File: src/pkg/dct_defs.vh
// register offsets, field positions, reset values and mode codes of the debug compare and trace block
`ifndef DCT_DEFS_VH
`define DCT_DEFS_VH

`define DCT_OFS_CMP_A_HIGH 4'h0
`define DCT_OFS_CMP_A_LOW 4'h1
`define DCT_OFS_CMP_B_HIGH 4'h2
`define DCT_OFS_CMP_B_LOW 4'h3
`define DCT_OFS_FIFO_HIGH 4'h4
`define DCT_OFS_FIFO_LOW 4'h5
`define DCT_OFS_CONTROL 4'h8
`define DCT_OFS_FORCE_RESET 4'hf

`define DCT_CTL_ENABLE 7
`define DCT_CTL_ARM 6
`define DCT_CTL_TAG 5
`define DCT_CTL_BRK_EN 4
`define DCT_CTL_RW_A 3
`define DCT_CTL_RW_A_EN 2
`define DCT_CTL_RW_B 1
`define DCT_CTL_RW_B_EN 0
`define DCT_FRC_BIT 0

`define DCT_RST_BYTE 8'h00
`define DCT_RST_WORD 16'h0000
`define DCT_READ_ZERO 8'h00
`define DCT_FULL_COUNT 4'h8

`define DCT_TRG_A_ONLY 4'h0
`define DCT_TRG_A_OR_B 4'h1
`define DCT_TRG_A_THEN_B 4'h2
`define DCT_TRG_EVENT_B 4'h3
`define DCT_TRG_A_THEN_EVENT_B 4'h4
`define DCT_TRG_A_AND_B_DATA 4'h5
`define DCT_TRG_A_AND_NOT_B_DATA 4'h6
`define DCT_TRG_INSIDE 4'h7
`define DCT_TRG_OUTSIDE 4'h8

`endif
File: src/hw/dct_debug_trace.v
// debug compare and trace block: comparators, capture fifo, control and forced reset
// Operation
// RULE_01: user writes to force register are ignored
// RULE_02: force register always reads zero
// RULE_03: background write of bit0 forces reset
// RULE_04: nine user-visible bytes of register space; the code decodes eight offsets: 0-5, 8 and F
// RULE_05: comparator bytes reset zero, locked while armed
// RULE_06: fifo high port read-only, zero event-only
// RULE_07: high read holds, low read advances
// RULE_08: event-only modes store bytes only
// RULE_09: low reads never advance while armed
// RULE_10: host waits for run end before reading
// RULE_11: unarmed low read stores last opcode address
// RULE_12: ninth profiling read returns first stored
// RULE_13: control register always readable and writable
// RULE_14: enable bit refuses set while secured
// RULE_15: bit6 arms; completion or zero stops
// RULE_16: bit5 picks force or tag break
// RULE_17: bit4 issues breaks at end or full
// RULE_18: opcode qualification leaves break timing alone
// RULE_19: comparator A direction qualified by bits 3:2
// RULE_20: comparator B direction qualified by bits 1:0
// RULE_21: run ends on full or end trigger
// RULE_22: at most eight words, count reads 8
// RULE_23: comparators join bytes, compare full address
// RULE_24: empty fifo read returns zero harmlessly
`include "dct_defs.vh"
`default_nettype none

module dct_fifo #(
  parameter WIDTH = 16,
  parameter DEPTH = 16
) (
  // clock and reset
  input wire clk_sys,
  input wire reset_n,
  input wire flush,
  // filling side
  input wire in_valid,
  output wire in_ready,
  input wire [WIDTH-1:0] in_data,
  // draining side
  output wire out_valid,
  input wire out_ready,
  output wire [WIDTH-1:0] out_data,
  output wire full,
  output wire empty
);
  localparam AW = (DEPTH > 1) ? $clog2(DEPTH) : 1;
  reg [WIDTH-1:0] mem_r [0:DEPTH-1];
  reg [AW-1:0] wr_ptr_r;
  reg [AW-1:0] rd_ptr_r;
  reg [AW:0] cnt_r;
  wire push;
  wire pop;
  genvar gi;

  assign empty = (cnt_r == {(AW+1){1'b0}});
  assign full = (cnt_r == DEPTH[AW:0]);
  assign out_valid = !empty;
  // a simultaneous pop frees the slot, so a full fifo still accepts
  assign in_ready = !full || out_ready;
  assign pop = out_valid && out_ready;
  assign push = in_valid && in_ready;
  assign out_data = empty ? {WIDTH{1'b0}} : mem_r[rd_ptr_r];

  generate
    for (gi = 0; gi < DEPTH; gi = gi + 1)
    begin : g_entry
      always @(posedge clk_sys)
      begin
        if (!reset_n)
          mem_r[gi] <= {WIDTH{1'b0}};
        else if (push && wr_ptr_r == gi[AW-1:0])
          mem_r[gi] <= in_data;
      end
    end
  endgenerate

  always @(posedge clk_sys)
  begin
    if (!reset_n || flush)
    begin
      wr_ptr_r <= {AW{1'b0}};
      rd_ptr_r <= {AW{1'b0}};
      cnt_r <= {(AW+1){1'b0}};
    end
    else
    begin
      if (push)
        wr_ptr_r <= (wr_ptr_r == DEPTH[AW-1:0] - 1'b1) ? {AW{1'b0}} : wr_ptr_r + 1'b1;
      if (pop)
        rd_ptr_r <= (rd_ptr_r == DEPTH[AW-1:0] - 1'b1) ? {AW{1'b0}} : rd_ptr_r + 1'b1;
      if (push && !pop)
        cnt_r <= cnt_r + 1'b1;
      else if (pop && !push)
        cnt_r <= cnt_r - 1'b1;
    end
  end
endmodule // dct_fifo

module dct_debug_trace #(
  parameter FIFO_WORDS = 8
) (
  // clock and reset
  input wire clk_sys,
  input wire reset_n,
  // register access from cpu or background commands
  input wire [3:0] reg_addr,
  input wire reg_wr,
  input wire reg_rd,
  input wire reg_from_background,
  input wire [7:0] reg_wdata,
  output reg [7:0] reg_rdata,
  // cpu bus observation
  input wire bus_cycle,
  input wire bus_read,
  input wire [15:0] bus_addr,
  input wire [7:0] bus_data,
  input wire opcode_fetch,
  input wire opcode_exec,
  input wire [15:0] opcode_exec_addr,
  // trigger setup and security
  input wire [3:0] trigger_mode,
  input wire trace_begin,
  input wire opcode_execution_qualify,
  input wire mcu_secure,
  // results
  output reg force_reset_req,
  output reg break_req,
  output reg break_tag,
  output wire run_active_flag,
  output reg [3:0] valid_word_count,
  output reg match_a_flag,
  output reg match_b_flag
);
  reg [7:0] cmp_a_high_r;
  reg [7:0] cmp_a_low_r;
  reg [7:0] cmp_b_high_r;
  reg [7:0] cmp_b_low_r;
  reg [7:0] control_r;
  reg [7:0] control_nxt;
  reg [15:0] last_opcode_r;
  reg triggered_r;
  reg a_seen_r;
  wire [15:0] cmp_a;
  wire [15:0] cmp_b;
  wire armed;
  wire wr_any;
  wire rd_fifo_low;
  wire event_only;
  wire [15:0] match_addr;
  wire match_cycle;
  wire hit_a;
  wire hit_b;
  wire dir_a_ok;
  wire dir_b_ok;
  wire data_b_hit;
  reg trigger_hit;
  wire end_trigger;
  wire store_req;
  wire store_ok;
  wire [15:0] store_word;
  wire fifo_in_valid;
  wire fifo_in_ready;
  wire [15:0] fifo_in_data;
  wire fifo_out_ready;
  wire [15:0] fifo_out_data;
  wire fifo_full;
  wire fifo_flush;
  wire run_done;
  wire arm_start;
  wire full_now;

  assign cmp_a = {cmp_a_high_r, cmp_a_low_r}; // RULE_23
  assign cmp_b = {cmp_b_high_r, cmp_b_low_r}; // RULE_23
  assign armed = control_r[`DCT_CTL_ARM] && control_r[`DCT_CTL_ENABLE];
  assign run_active_flag = armed; // RULE_15
  assign wr_any = reg_wr;
  assign rd_fifo_low = reg_rd && reg_addr == `DCT_OFS_FIFO_LOW;
  assign event_only = trigger_mode == `DCT_TRG_EVENT_B || trigger_mode == `DCT_TRG_A_THEN_EVENT_B;

  // qualified triggers watch executed opcodes; otherwise every bus cycle
  assign match_cycle = opcode_execution_qualify ? opcode_exec : bus_cycle;
  assign match_addr = opcode_execution_qualify ? opcode_exec_addr : bus_addr;
  assign dir_a_ok = !control_r[`DCT_CTL_RW_A_EN] || (bus_read == control_r[`DCT_CTL_RW_A]); // RULE_19
  assign dir_b_ok = !control_r[`DCT_CTL_RW_B_EN] || (bus_read == control_r[`DCT_CTL_RW_B]); // RULE_20
  assign hit_a = match_cycle && dir_a_ok && match_addr == cmp_a; // RULE_23
  assign hit_b = match_cycle && dir_b_ok && match_addr == cmp_b; // RULE_23
  assign data_b_hit = bus_cycle && dir_b_ok && bus_data == cmp_b_low_r;

  always @*
  begin
    case (trigger_mode)
      `DCT_TRG_A_ONLY: trigger_hit = hit_a;
      `DCT_TRG_A_OR_B: trigger_hit = hit_a || hit_b;
      `DCT_TRG_A_THEN_B: trigger_hit = a_seen_r && hit_b;
      `DCT_TRG_EVENT_B: trigger_hit = hit_b;
      `DCT_TRG_A_THEN_EVENT_B: trigger_hit = a_seen_r && hit_b;
      `DCT_TRG_A_AND_B_DATA: trigger_hit = hit_a && data_b_hit;
      `DCT_TRG_A_AND_NOT_B_DATA: trigger_hit = hit_a && !data_b_hit;
      `DCT_TRG_INSIDE: trigger_hit = match_cycle && match_addr >= cmp_a && match_addr <= cmp_b;
      `DCT_TRG_OUTSIDE: trigger_hit = match_cycle && (match_addr < cmp_a || match_addr > cmp_b);
      default: trigger_hit = 1'b0;
    endcase
  end

  // event-only modes always run as begin traces and store one event byte per hit
  assign end_trigger = armed && !event_only && !trace_begin && trigger_hit;
  assign store_req = event_only ? (armed && trigger_hit)
                   : (armed && opcode_fetch && (trace_begin ? (triggered_r || trigger_hit) : 1'b1));
  assign store_word = event_only ? {8'h00, bus_data} : bus_addr; // RULE_08
  assign full_now = valid_word_count == `DCT_FULL_COUNT;
  assign store_ok = store_req && !full_now && fifo_in_ready;
  assign run_done = end_trigger || (armed && (event_only || trace_begin) && full_now); // RULE_21

  // unarmed low reads push the last opcode address while popping the head
  assign fifo_in_valid = armed ? (store_req && (!(event_only || trace_begin) || !full_now)) : rd_fifo_low; // RULE_11
  assign fifo_in_data = armed ? store_word : last_opcode_r; // RULE_11
  // end traces drop the oldest word to run circular; armed reads never pop
  assign fifo_out_ready = armed ? (store_req && fifo_full && !trace_begin && !event_only) : rd_fifo_low; // RULE_09 RULE_12
  assign arm_start = wr_any && reg_addr == `DCT_OFS_CONTROL && !armed && control_nxt[`DCT_CTL_ARM];
  assign fifo_flush = arm_start;

  dct_fifo #(
    .WIDTH(16),
    .DEPTH(FIFO_WORDS)
  ) u_fifo (
    .clk_sys(clk_sys),
    .reset_n(reset_n),
    .flush(fifo_flush),
    .in_valid(fifo_in_valid),
    .in_ready(fifo_in_ready),
    .in_data(fifo_in_data),
    .out_valid(),
    .out_ready(fifo_out_ready),
    .out_data(fifo_out_data),
    .full(fifo_full),
    .empty()
  );

  // control register next value
  always @*
  begin
    control_nxt = control_r;
    if (wr_any && reg_addr == `DCT_OFS_CONTROL) // RULE_13
    begin
      control_nxt = reg_wdata;
      if (mcu_secure)
        control_nxt[`DCT_CTL_ENABLE] = 1'b0; // RULE_14
      if (!control_nxt[`DCT_CTL_ENABLE])
        control_nxt[`DCT_CTL_ARM] = 1'b0; // RULE_15
    end
    else if (run_done)
      control_nxt[`DCT_CTL_ARM] = 1'b0; // RULE_15
  end

  always @(posedge clk_sys)
  begin
    if (!reset_n)
    begin
      control_r <= `DCT_RST_BYTE;
      cmp_a_high_r <= `DCT_RST_BYTE; // RULE_05
      cmp_a_low_r <= `DCT_RST_BYTE;
      cmp_b_high_r <= `DCT_RST_BYTE;
      cmp_b_low_r <= `DCT_RST_BYTE;
      last_opcode_r <= `DCT_RST_WORD;
      triggered_r <= 1'b0;
      a_seen_r <= 1'b0;
      valid_word_count <= 4'h0;
      match_a_flag <= 1'b0;
      match_b_flag <= 1'b0;
      force_reset_req <= 1'b0;
      break_req <= 1'b0;
      break_tag <= 1'b0;
    end
    else
    begin
      control_r <= control_nxt;
      if (wr_any && !armed) // RULE_05
      begin
        if (reg_addr == `DCT_OFS_CMP_A_HIGH)
          cmp_a_high_r <= reg_wdata;
        if (reg_addr == `DCT_OFS_CMP_A_LOW)
          cmp_a_low_r <= reg_wdata;
        if (reg_addr == `DCT_OFS_CMP_B_HIGH)
          cmp_b_high_r <= reg_wdata;
        if (reg_addr == `DCT_OFS_CMP_B_LOW)
          cmp_b_low_r <= reg_wdata;
      end
      if (opcode_fetch)
        last_opcode_r <= bus_addr;
      // force register: only a background write reaches the reset request
      force_reset_req <= wr_any && reg_addr == `DCT_OFS_FORCE_RESET && reg_from_background
                         && reg_wdata[`DCT_FRC_BIT]; // RULE_01 RULE_03
      if (arm_start)
      begin
        valid_word_count <= 4'h0;
        triggered_r <= 1'b0;
        a_seen_r <= 1'b0;
        match_a_flag <= 1'b0;
        match_b_flag <= 1'b0;
      end
      else if (armed)
      begin
        if (store_ok)
          valid_word_count <= valid_word_count + 4'h1; // RULE_22
        if (trigger_hit)
          triggered_r <= 1'b1;
        if (hit_a)
        begin
          a_seen_r <= 1'b1;
          match_a_flag <= 1'b1;
        end
        if (hit_b)
          match_b_flag <= 1'b1;
      end
      // breaks follow the run end, independent of opcode qualification
      break_req <= control_r[`DCT_CTL_BRK_EN] && run_done && !(wr_any && reg_addr == `DCT_OFS_CONTROL); // RULE_17 RULE_18
      break_tag <= control_nxt[`DCT_CTL_TAG]; // RULE_16
    end
  end

  // read data registered one cycle after the read strobe
  always @(posedge clk_sys)
  begin
    if (!reset_n)
      reg_rdata <= `DCT_READ_ZERO;
    else if (reg_rd) // RULE_04
    begin
      case (reg_addr)
        `DCT_OFS_CMP_A_HIGH: reg_rdata <= cmp_a_high_r;
        `DCT_OFS_CMP_A_LOW: reg_rdata <= cmp_a_low_r;
        `DCT_OFS_CMP_B_HIGH: reg_rdata <= cmp_b_high_r;
        `DCT_OFS_CMP_B_LOW: reg_rdata <= cmp_b_low_r;
        `DCT_OFS_FIFO_HIGH: reg_rdata <= event_only ? `DCT_READ_ZERO : fifo_out_data[15:8]; // RULE_06 RULE_07
        `DCT_OFS_FIFO_LOW: reg_rdata <= fifo_out_data[7:0]; // RULE_07 RULE_24
        `DCT_OFS_CONTROL: reg_rdata <= control_r; // RULE_13
        `DCT_OFS_FORCE_RESET: reg_rdata <= `DCT_READ_ZERO; // RULE_02
        default: reg_rdata <= `DCT_READ_ZERO;
      endcase
    end
  end
endmodule // dct_debug_trace

`default_nettype wire

File: config.mk
export PLATFORM = sky130hd
export DESIGN_NAME = dct_debug_trace
export DESIGN_NICKNAME = d
export VERILOG_FILES = /design/src/hw/dct_debug_trace.v
export VERILOG_INCLUDE_DIRS = /design/src /design/src/pkg
export SDC_FILE = /design/constraint.sdc
export NUM_CORES = 1
export LEC_CHECK = 0
export ABC_AREA = 1
export BUFFER_PORTS_ARGS = -buffer_cell sky130_fd_sc_hd__buf_2
export CAP_MARGIN = 20
export CORE_AREA = 2 2 210 212
export CTS_CLUSTER_DIAMETER = 150
export DETAILED_ROUTE_END_ITERATION = 10
export DIE_AREA = 0 0 212 214
export PLACE_DENSITY = 0.38
export SLEW_MARGIN = 20
export SYNTH_ARGS = -nofsm -noshare
export SYNTH_HDL_FRONTEND = slang
export SYNTH_SLANG_ARGS = --single-unit
File: constraint.sdc
create_clock -name clk_sys -period 5.95 [get_ports clk_sys]
set_clock_uncertainty 0.1 [all_clocks]
set_input_delay 0.595 -clock clk_sys [delete_from_list [all_inputs] [get_ports clk_sys]]
set_output_delay 0.595 -clock clk_sys [all_outputs]
set_load 0.02 [all_outputs]
* Word level (Yosys, flattened, before mapping) *
Memories as Yosys holds them, arrays and structs flattened. A register that Yosys moved wholly into a read port is not among the register bits.
Index checks and enable logic that the tools add are counted.

word-level totals
  flip-flop bits (word level) = 84
  memory bits (writable) = 128
  input port bits = 68
  output and inout bits = 18
  logic and storage cells = 213
  memories = 1

memory list
  name          words  width  read ports  clocked after Yosys merged registers in  wr ports  RTL line              text
  u_fifo.mem_r  8      16     1           1                                        8         dct_debug_trace.v:50  reg [WIDTH-1:0] mem_r [0:DEPTH-1];

operators by class
  $add $sub $neg = 5
  order comparisons = 4
  eq/ne operators = 30
  muxes and demuxes = 57
  bitwise gates (word level) = 9
  reduce and logical (&&, ||, !) cells = 89

operator list
  operator                                        number
  two-way mux 16 bit                              12
  one-hot mux 8 bit (7 select lines)              1
  logical AND 1 bit                               49
  two-way mux 1 bit                               35
  == test 16 bit                                  2
  == test 4 x 3 -> 1 bit (second input constant)  6
  == test 4 bit (second input constant)           5
  == test 4 x 2 -> 1 bit (second input constant)  4
  >= comparator 16 bit                            1
  greater-than comparator 16 bit                  1
  less-or-equal comparator 16 bit                 1
  < comparator 16 bit                             1
  AND reduction 2 bit                             8
  == test 3 bit (second input constant)           5
  zero test 1 bit                                 14
  zero test 4 bit                                 3
  two-way mux 3 bit                               4
  logical OR 1 bit                                11
  adder 4 x 1 -> 4 bit (second input constant)    2
  == test 4 x 1 -> 1 bit (second input constant)  2
  == test 8 bit                                   1
  two-way mux 4 bit                               2
  two-way mux 8 bit                               1
  OR 1 bit                                        8
  11 further kinds                                15

* Longest topological paths before layout *
  depth after elaboration = 22
  gate-level depth with buffers = 34
  depth with buffers taken out = 31

* By module *
Synthesis repeated with hierarchy kept, for this count alone.

unflattened totals
  cell total of the unflattened synthesis = 1,529
  area total of the unflattened synthesis = 11,742.5 um2

by module, submodules not included
  module           times used  cells an instance  area an instance (um2)  sequential area each (um2)
  dct_fifo         1           809                7,054.3                 4,103.9
  dct_debug_trace  1           720                4,688.2                 1,461.4

* Worst setup path before layout *
Ideal clock, no wire load.

  path type = in2reg
  start = in opcode_execution_qualify
  end = mem u_fifo.mem_r[4][0], enable pin
  library setup time = 411 ps
  arrival = 3,897 ps
  data required time = 5,439 ps
  setup slack = 1,542 ps
  cell stages on the path = 19
  path buffers = 3
  cell sequence = buf_6 > clkbuf_1 > o21ai_0 > ha_1 > nand2_1 > nor2_2 > nand3_2 > nor2_4 > nand2_1 > o21ai_1 > a21oi_2 > nand3_2 > nand3_2 > nand3_2 > nand2_2 > nand2_8 > buf_8 > nand2_4 > o21ai_0

RTL lines
  item                RTL line               text
  start: declaration  dct_debug_trace.v:126  input wire opcode_execution_qualify,
  end: declaration    dct_debug_trace.v:50

* Final worst setup path *
  start = in opcode_execution_qualify
  end = reg u_fifo.cnt_r[3]

on the way
  word-level cells in the longest chain between the ends = 18
  elaborated cells on any way between the ends = 47
  classes of those cells = 4 x order compare; 2 x eq/ne; 10 x mux; 31 x reduce/logical

RTL lines
  item                                                     RTL line                                      text
  two-way mux 16 bit or two-way mux 1 bit (tied branches)  dct_debug_trace.v:185, dct_debug_trace.v:184
  < comparator 16 bit (tied with other cells)              dct_debug_trace.v:203                         `DCT_TRG_OUTSIDE: trigger_hit = match_cycle && (match_addr < cmp_a || match_addr > cmp_b);
  logical OR 1 bit (tied with other cells)                 dct_debug_trace.v:203
  logical AND 1 bit (tied with other cells)                dct_debug_trace.v:203
  one-hot mux 1 bit (8 select lines) *                     dct_debug_trace.v:194                         case (trigger_mode)
  logical OR 1 bit                                         dct_debug_trace.v:211                         : (armed && opcode_fetch && (trace_begin ? (triggered_r || trigger_hit) : 1'b1));
  two-way mux 1 bit                                        dct_debug_trace.v:211
  logical AND 1 bit                                        dct_debug_trace.v:211
  two-way mux 1 bit *                                      dct_debug_trace.v:210                         assign store_req = event_only ? (armed && trigger_hit)
  logical AND 1 bit (3 in a row)                           dct_debug_trace.v:221                         assign fifo_out_ready = armed ? (store_req && fifo_full && !trace_begin && !event_only) : rd_fifo_low;
  two-way mux 1 bit                                        dct_debug_trace.v:221
  logical OR 1 bit                                         dct_debug_trace.v:62                          assign in_ready = !full || out_ready;
  logical AND 1 bit *                                      dct_debug_trace.v:64                          assign push = in_valid && in_ready;
  via u_fifo.push                                          dct_debug_trace.v:54                          wire push;
  zero test 1 bit                                          dct_debug_trace.v:96                          else if (pop && !push)
  logical AND 1 bit                                        dct_debug_trace.v:96
  nonzero test 2 bit (no source line)                      --
  end signal: assignment                                   dct_debug_trace.v:86                          cnt_r <= {(AW+1){1'b0}};
  end signal: assignment                                   dct_debug_trace.v:95                          cnt_r <= cnt_r + 1'b1;
  end signal: assignment                                   dct_debug_trace.v:97                          cnt_r <= cnt_r - 1'b1;
  end: declaration                                         dct_debug_trace.v:53                          reg [AW:0] cnt_r;

The timed path passes the listed nets; every way through them passes the cells marked *.
A chain may end at the register's enable or synchronous reset.

==> flow_summary_export.csv <==
group,metric,value,unit
sta,setup_viol,0,
power,power_frac_comb,8.1,%
synth,syn_area,11140,sq um
clock_tree,htree_levels,1,
power,intPower,2641,uW
synth,seq_area_frac_synth,49.96,%
route,drt-pass1-iter-count,7,
clock_tree,cts_tree,"yes",
clock_tree,clkTransAtPathRegs,0.06,ns
setup_path,cp.required,6.27,ns
power,switching_share,24.33,%
power,seqPwrFrac,46.6,%
synth,syn_inst,1261,
route,avgRoutedWirePerCell,19.18,um
setup_path,max_stage_delay,0.46,ns
sta,drv_slew,0,
floorplanning,num_rows,76,
clock_tree,post_cts_buffers,0,
power,power_frac_clock,45.2,%
synth,synth.avg_cell_area,8.834,sq um
synth,synth_area_leaders,"edfxtp_1 (35%), dfxtp_1 (15%), nor2_1 (8.2%)",
route,drt_wl_total,37240,um
clock_tree,clock_latency,0.54,ns
placed_design,dpl_worst_slack,0.9201,ns
synth,yosys-top-cells-count,"nor2_1 (242), nand2_1 (160), o21ai_0 (129)",
power,p_per_area,268.5,nW/um^2
min_path,hold_path_class,"primary input to flip-flop",
global_route,overflow,0,
finish,antennaDiodeCount,0,
sta,max_freq,221.1,MHz
sta,whs,0.2270,ns
global_route,grt_pass1_wl,56160,um
floorplanning,dieWidth,212,um
route,viasPerCell,4.589,
synth,yosysMostFrequentCell,"nor2_1",
clock_tree,hold_buffers,0,
placed_design,place.gp.congestion,0.8343,
setup_path,crit_path_start_kind,"primary input",
synth,async_reset_ff_share,0,%
floorplanning,io_pins,86,
floorplanning,core,42890,sq um
sta,timing.final.crit_period,4.523,ns
synth,ys_ff_latch,214,
power,p_sw,849.2,uW
clock_tree,cts-resized-gates,0,
global_route,grt_max_degree,65,
sta,worst_slack,1.427,ns
clock_tree,clockBufferDepth,3,
finish,drive_above_1_share,13.85,%
synth,synth_cell_type_count,45,
finish,utilization,30.31,%
route,vias,8912,
floorplanning,die-area,45370,sq um
setup_path,crit_arrival,4.85,ns
run_status,status,"finished, final reports clean",
power,ir_worst_vdd,0.2362,mV
synth,synth_top_area_cell,"edfxtp_1",
placed_design,dp_hpwl,26620,um
clock_tree,cts_sinks,214,
route,first_iter_violations,488,
flow_run,maxCapViolations,0,
power,total_power,3490,uW
synth,synth_edf_count,128,
setup_path,crit_family,"simple AND/OR/NAND/NOR gates",
floorplanning,die_h,214,um
sta,fin_tns_setup,0,ns
sta,slew_headroom,29.44,%
setup_path,setup.worst_path.end_class,"flip-flop",
clock_tree,numCtsBuffers,26,
sta,rsz0062_at_grt,"no",
synth,netlist.area_leader.share,34.51,%
global_route,antenna_found_initial,0,
synth,synthesis.nets,1375,
sta,worst_pin_slew,1.058,ns
sta,hold_violations,0,
finish,synthToLayoutAreaGrowth,16.70,%
synth,yosys_warnings,0,
setup_path,cp_max_fo,33,
global_route,grt_util_all_layers,16.35,%
finish,nets,1451,
sta,min_period_over_period,76.01,%
synth,synthFlopType,"edfxtp_1",
floorplanning,start_util,25.97,%
setup_path,critPathBufInv,5,
route,ant_nets,0,
global_route,grt_pass1_vias,8924,
placed_design,portBuffers,85,
route,drc,0,
setup_path,slowest_stage,"buf_2",
power,p_leak,0.004973,uW
setup_path,crit_type,"primary input to flip-flop",
clock_tree,root_buffer,"clkbuf_16",
metrics by stage:
stage | instance area (sq um) | cells
2_1_floorplan | 11140 | 1261
3_3_place_gp | 12150 | 1894
3_5_place_dp | 12150 | 1894
4_1_cts | 13000 | 1942
5_1_grt | 13000 | 1942
6_report | 13000 | 1942
tightest hold or removal path: cells and delay by family:
kind,cells,cell delay [ns]
buf+inv,1,0.09
simple gates,2,0.14
worst paths after layout:
check / start / to / slack (ns) / cells after the start
max: opcode_execution_qualify / u_fifo.cnt_r[3] / 1.43 / 27
min: reg_from_background / force_reset_req / 0.23 / 3
min reg2reg: match_b_flag / match_b_flag / 0.36 / 2
max reg2reg: cmp_b_high_r[7] / u_fifo.cnt_r[3] / 1.90 / 26
flip-flops by register name (all words and copies together), names as in the netlist, 3 cells and up, named ones only:
name	flops
control_r	8
u_fifo.wr_ptr_r	3
cmp_a_low_r	8
cmp_b_high_r	8
cmp_a_high_r	8
valid_word_count	4
cmp_b_low_r	8
reg_rdata	8
u_fifo.mem_r	128
u_fifo.rd_ptr_r	3
last_opcode_r	16
u_fifo.cnt_r	4
cell families (layout without fill, tap and decap cells):
| group | after synthesis | in the layout | synth area share, % |
|---|---|---|---|
| compound gates | 310 | 310 | 15.99 |
| xor+xnor | 6 | 6 | 0.4717 |
| fa+ha+maj | 46 | 46 | 5.234 |
| buf+inv | 186 | 282 | 7.189 |
| flops | 214 | 214 | 49.96 |
| mux | 20 | 20 | 1.797 |
| simple gates | 479 | 479 | 19.35 |
placed cells by master (no fill, tap or decap), types with 6 or more instances in the layout:
cell       synthesis  layout
ha_1              45      45
a21oi_1          102     102
nor2_2             7       7
a22oi_1            8       8
inv_1            123     123
nand4_1            6       6
o21ai_1            3       6
nand3_1           32      32
edfxtp_1         128     128
buf_4              2      19
mux2i_1           20      20
nor2_1           242     242
o21ai_0          129     123
o32ai_1           13      13
clkinv_1           3       7
o221ai_1          19      19
clkbuf_8           0       8
buf_2              3      85
clkbuf_1          41       6
nand4_4            7       7
o211ai_1          19      19
nand2_1          160     160
dfxtp_1           86      84
clkbuf_16          0      26
nor2_4            10      10
layer usage:
layer,global-route usage (%),part of all wire (%),vias to the layer above
li1,-,-,4479
met1,21.24,45,4249
met2,28.58,50,145
met3,1.686,3.1,39
met4,4.695,2.5,0
met5,0,0,-
power groups by stage:
stage / Sequential (uW) / Clock, uW / Combinational [uW]
after floorplan: 1660 / 0 / 169
after global placement: 1660 / 0 / 288
after detailed placement: 1660 / 0 / 289
after CTS: 1630 / 1630 / 290
after global routing: 1630 / 1670 / 320
final: 1630 / 1580 / 284
area by class of cell:
class / instances / area, sq um
clock buffer: 40 / 783.3
clock inverter: 8 / 71.32
fill: 4604 / 29890
inverter: 130 / 488.0
multi-input combinational: 861 / 4790
sequential: 214 / 5568
tap: 585 / 732.0
timing repair buffer: 104 / 568.0
Note: power is estimated with default switching activity, not from simulation.
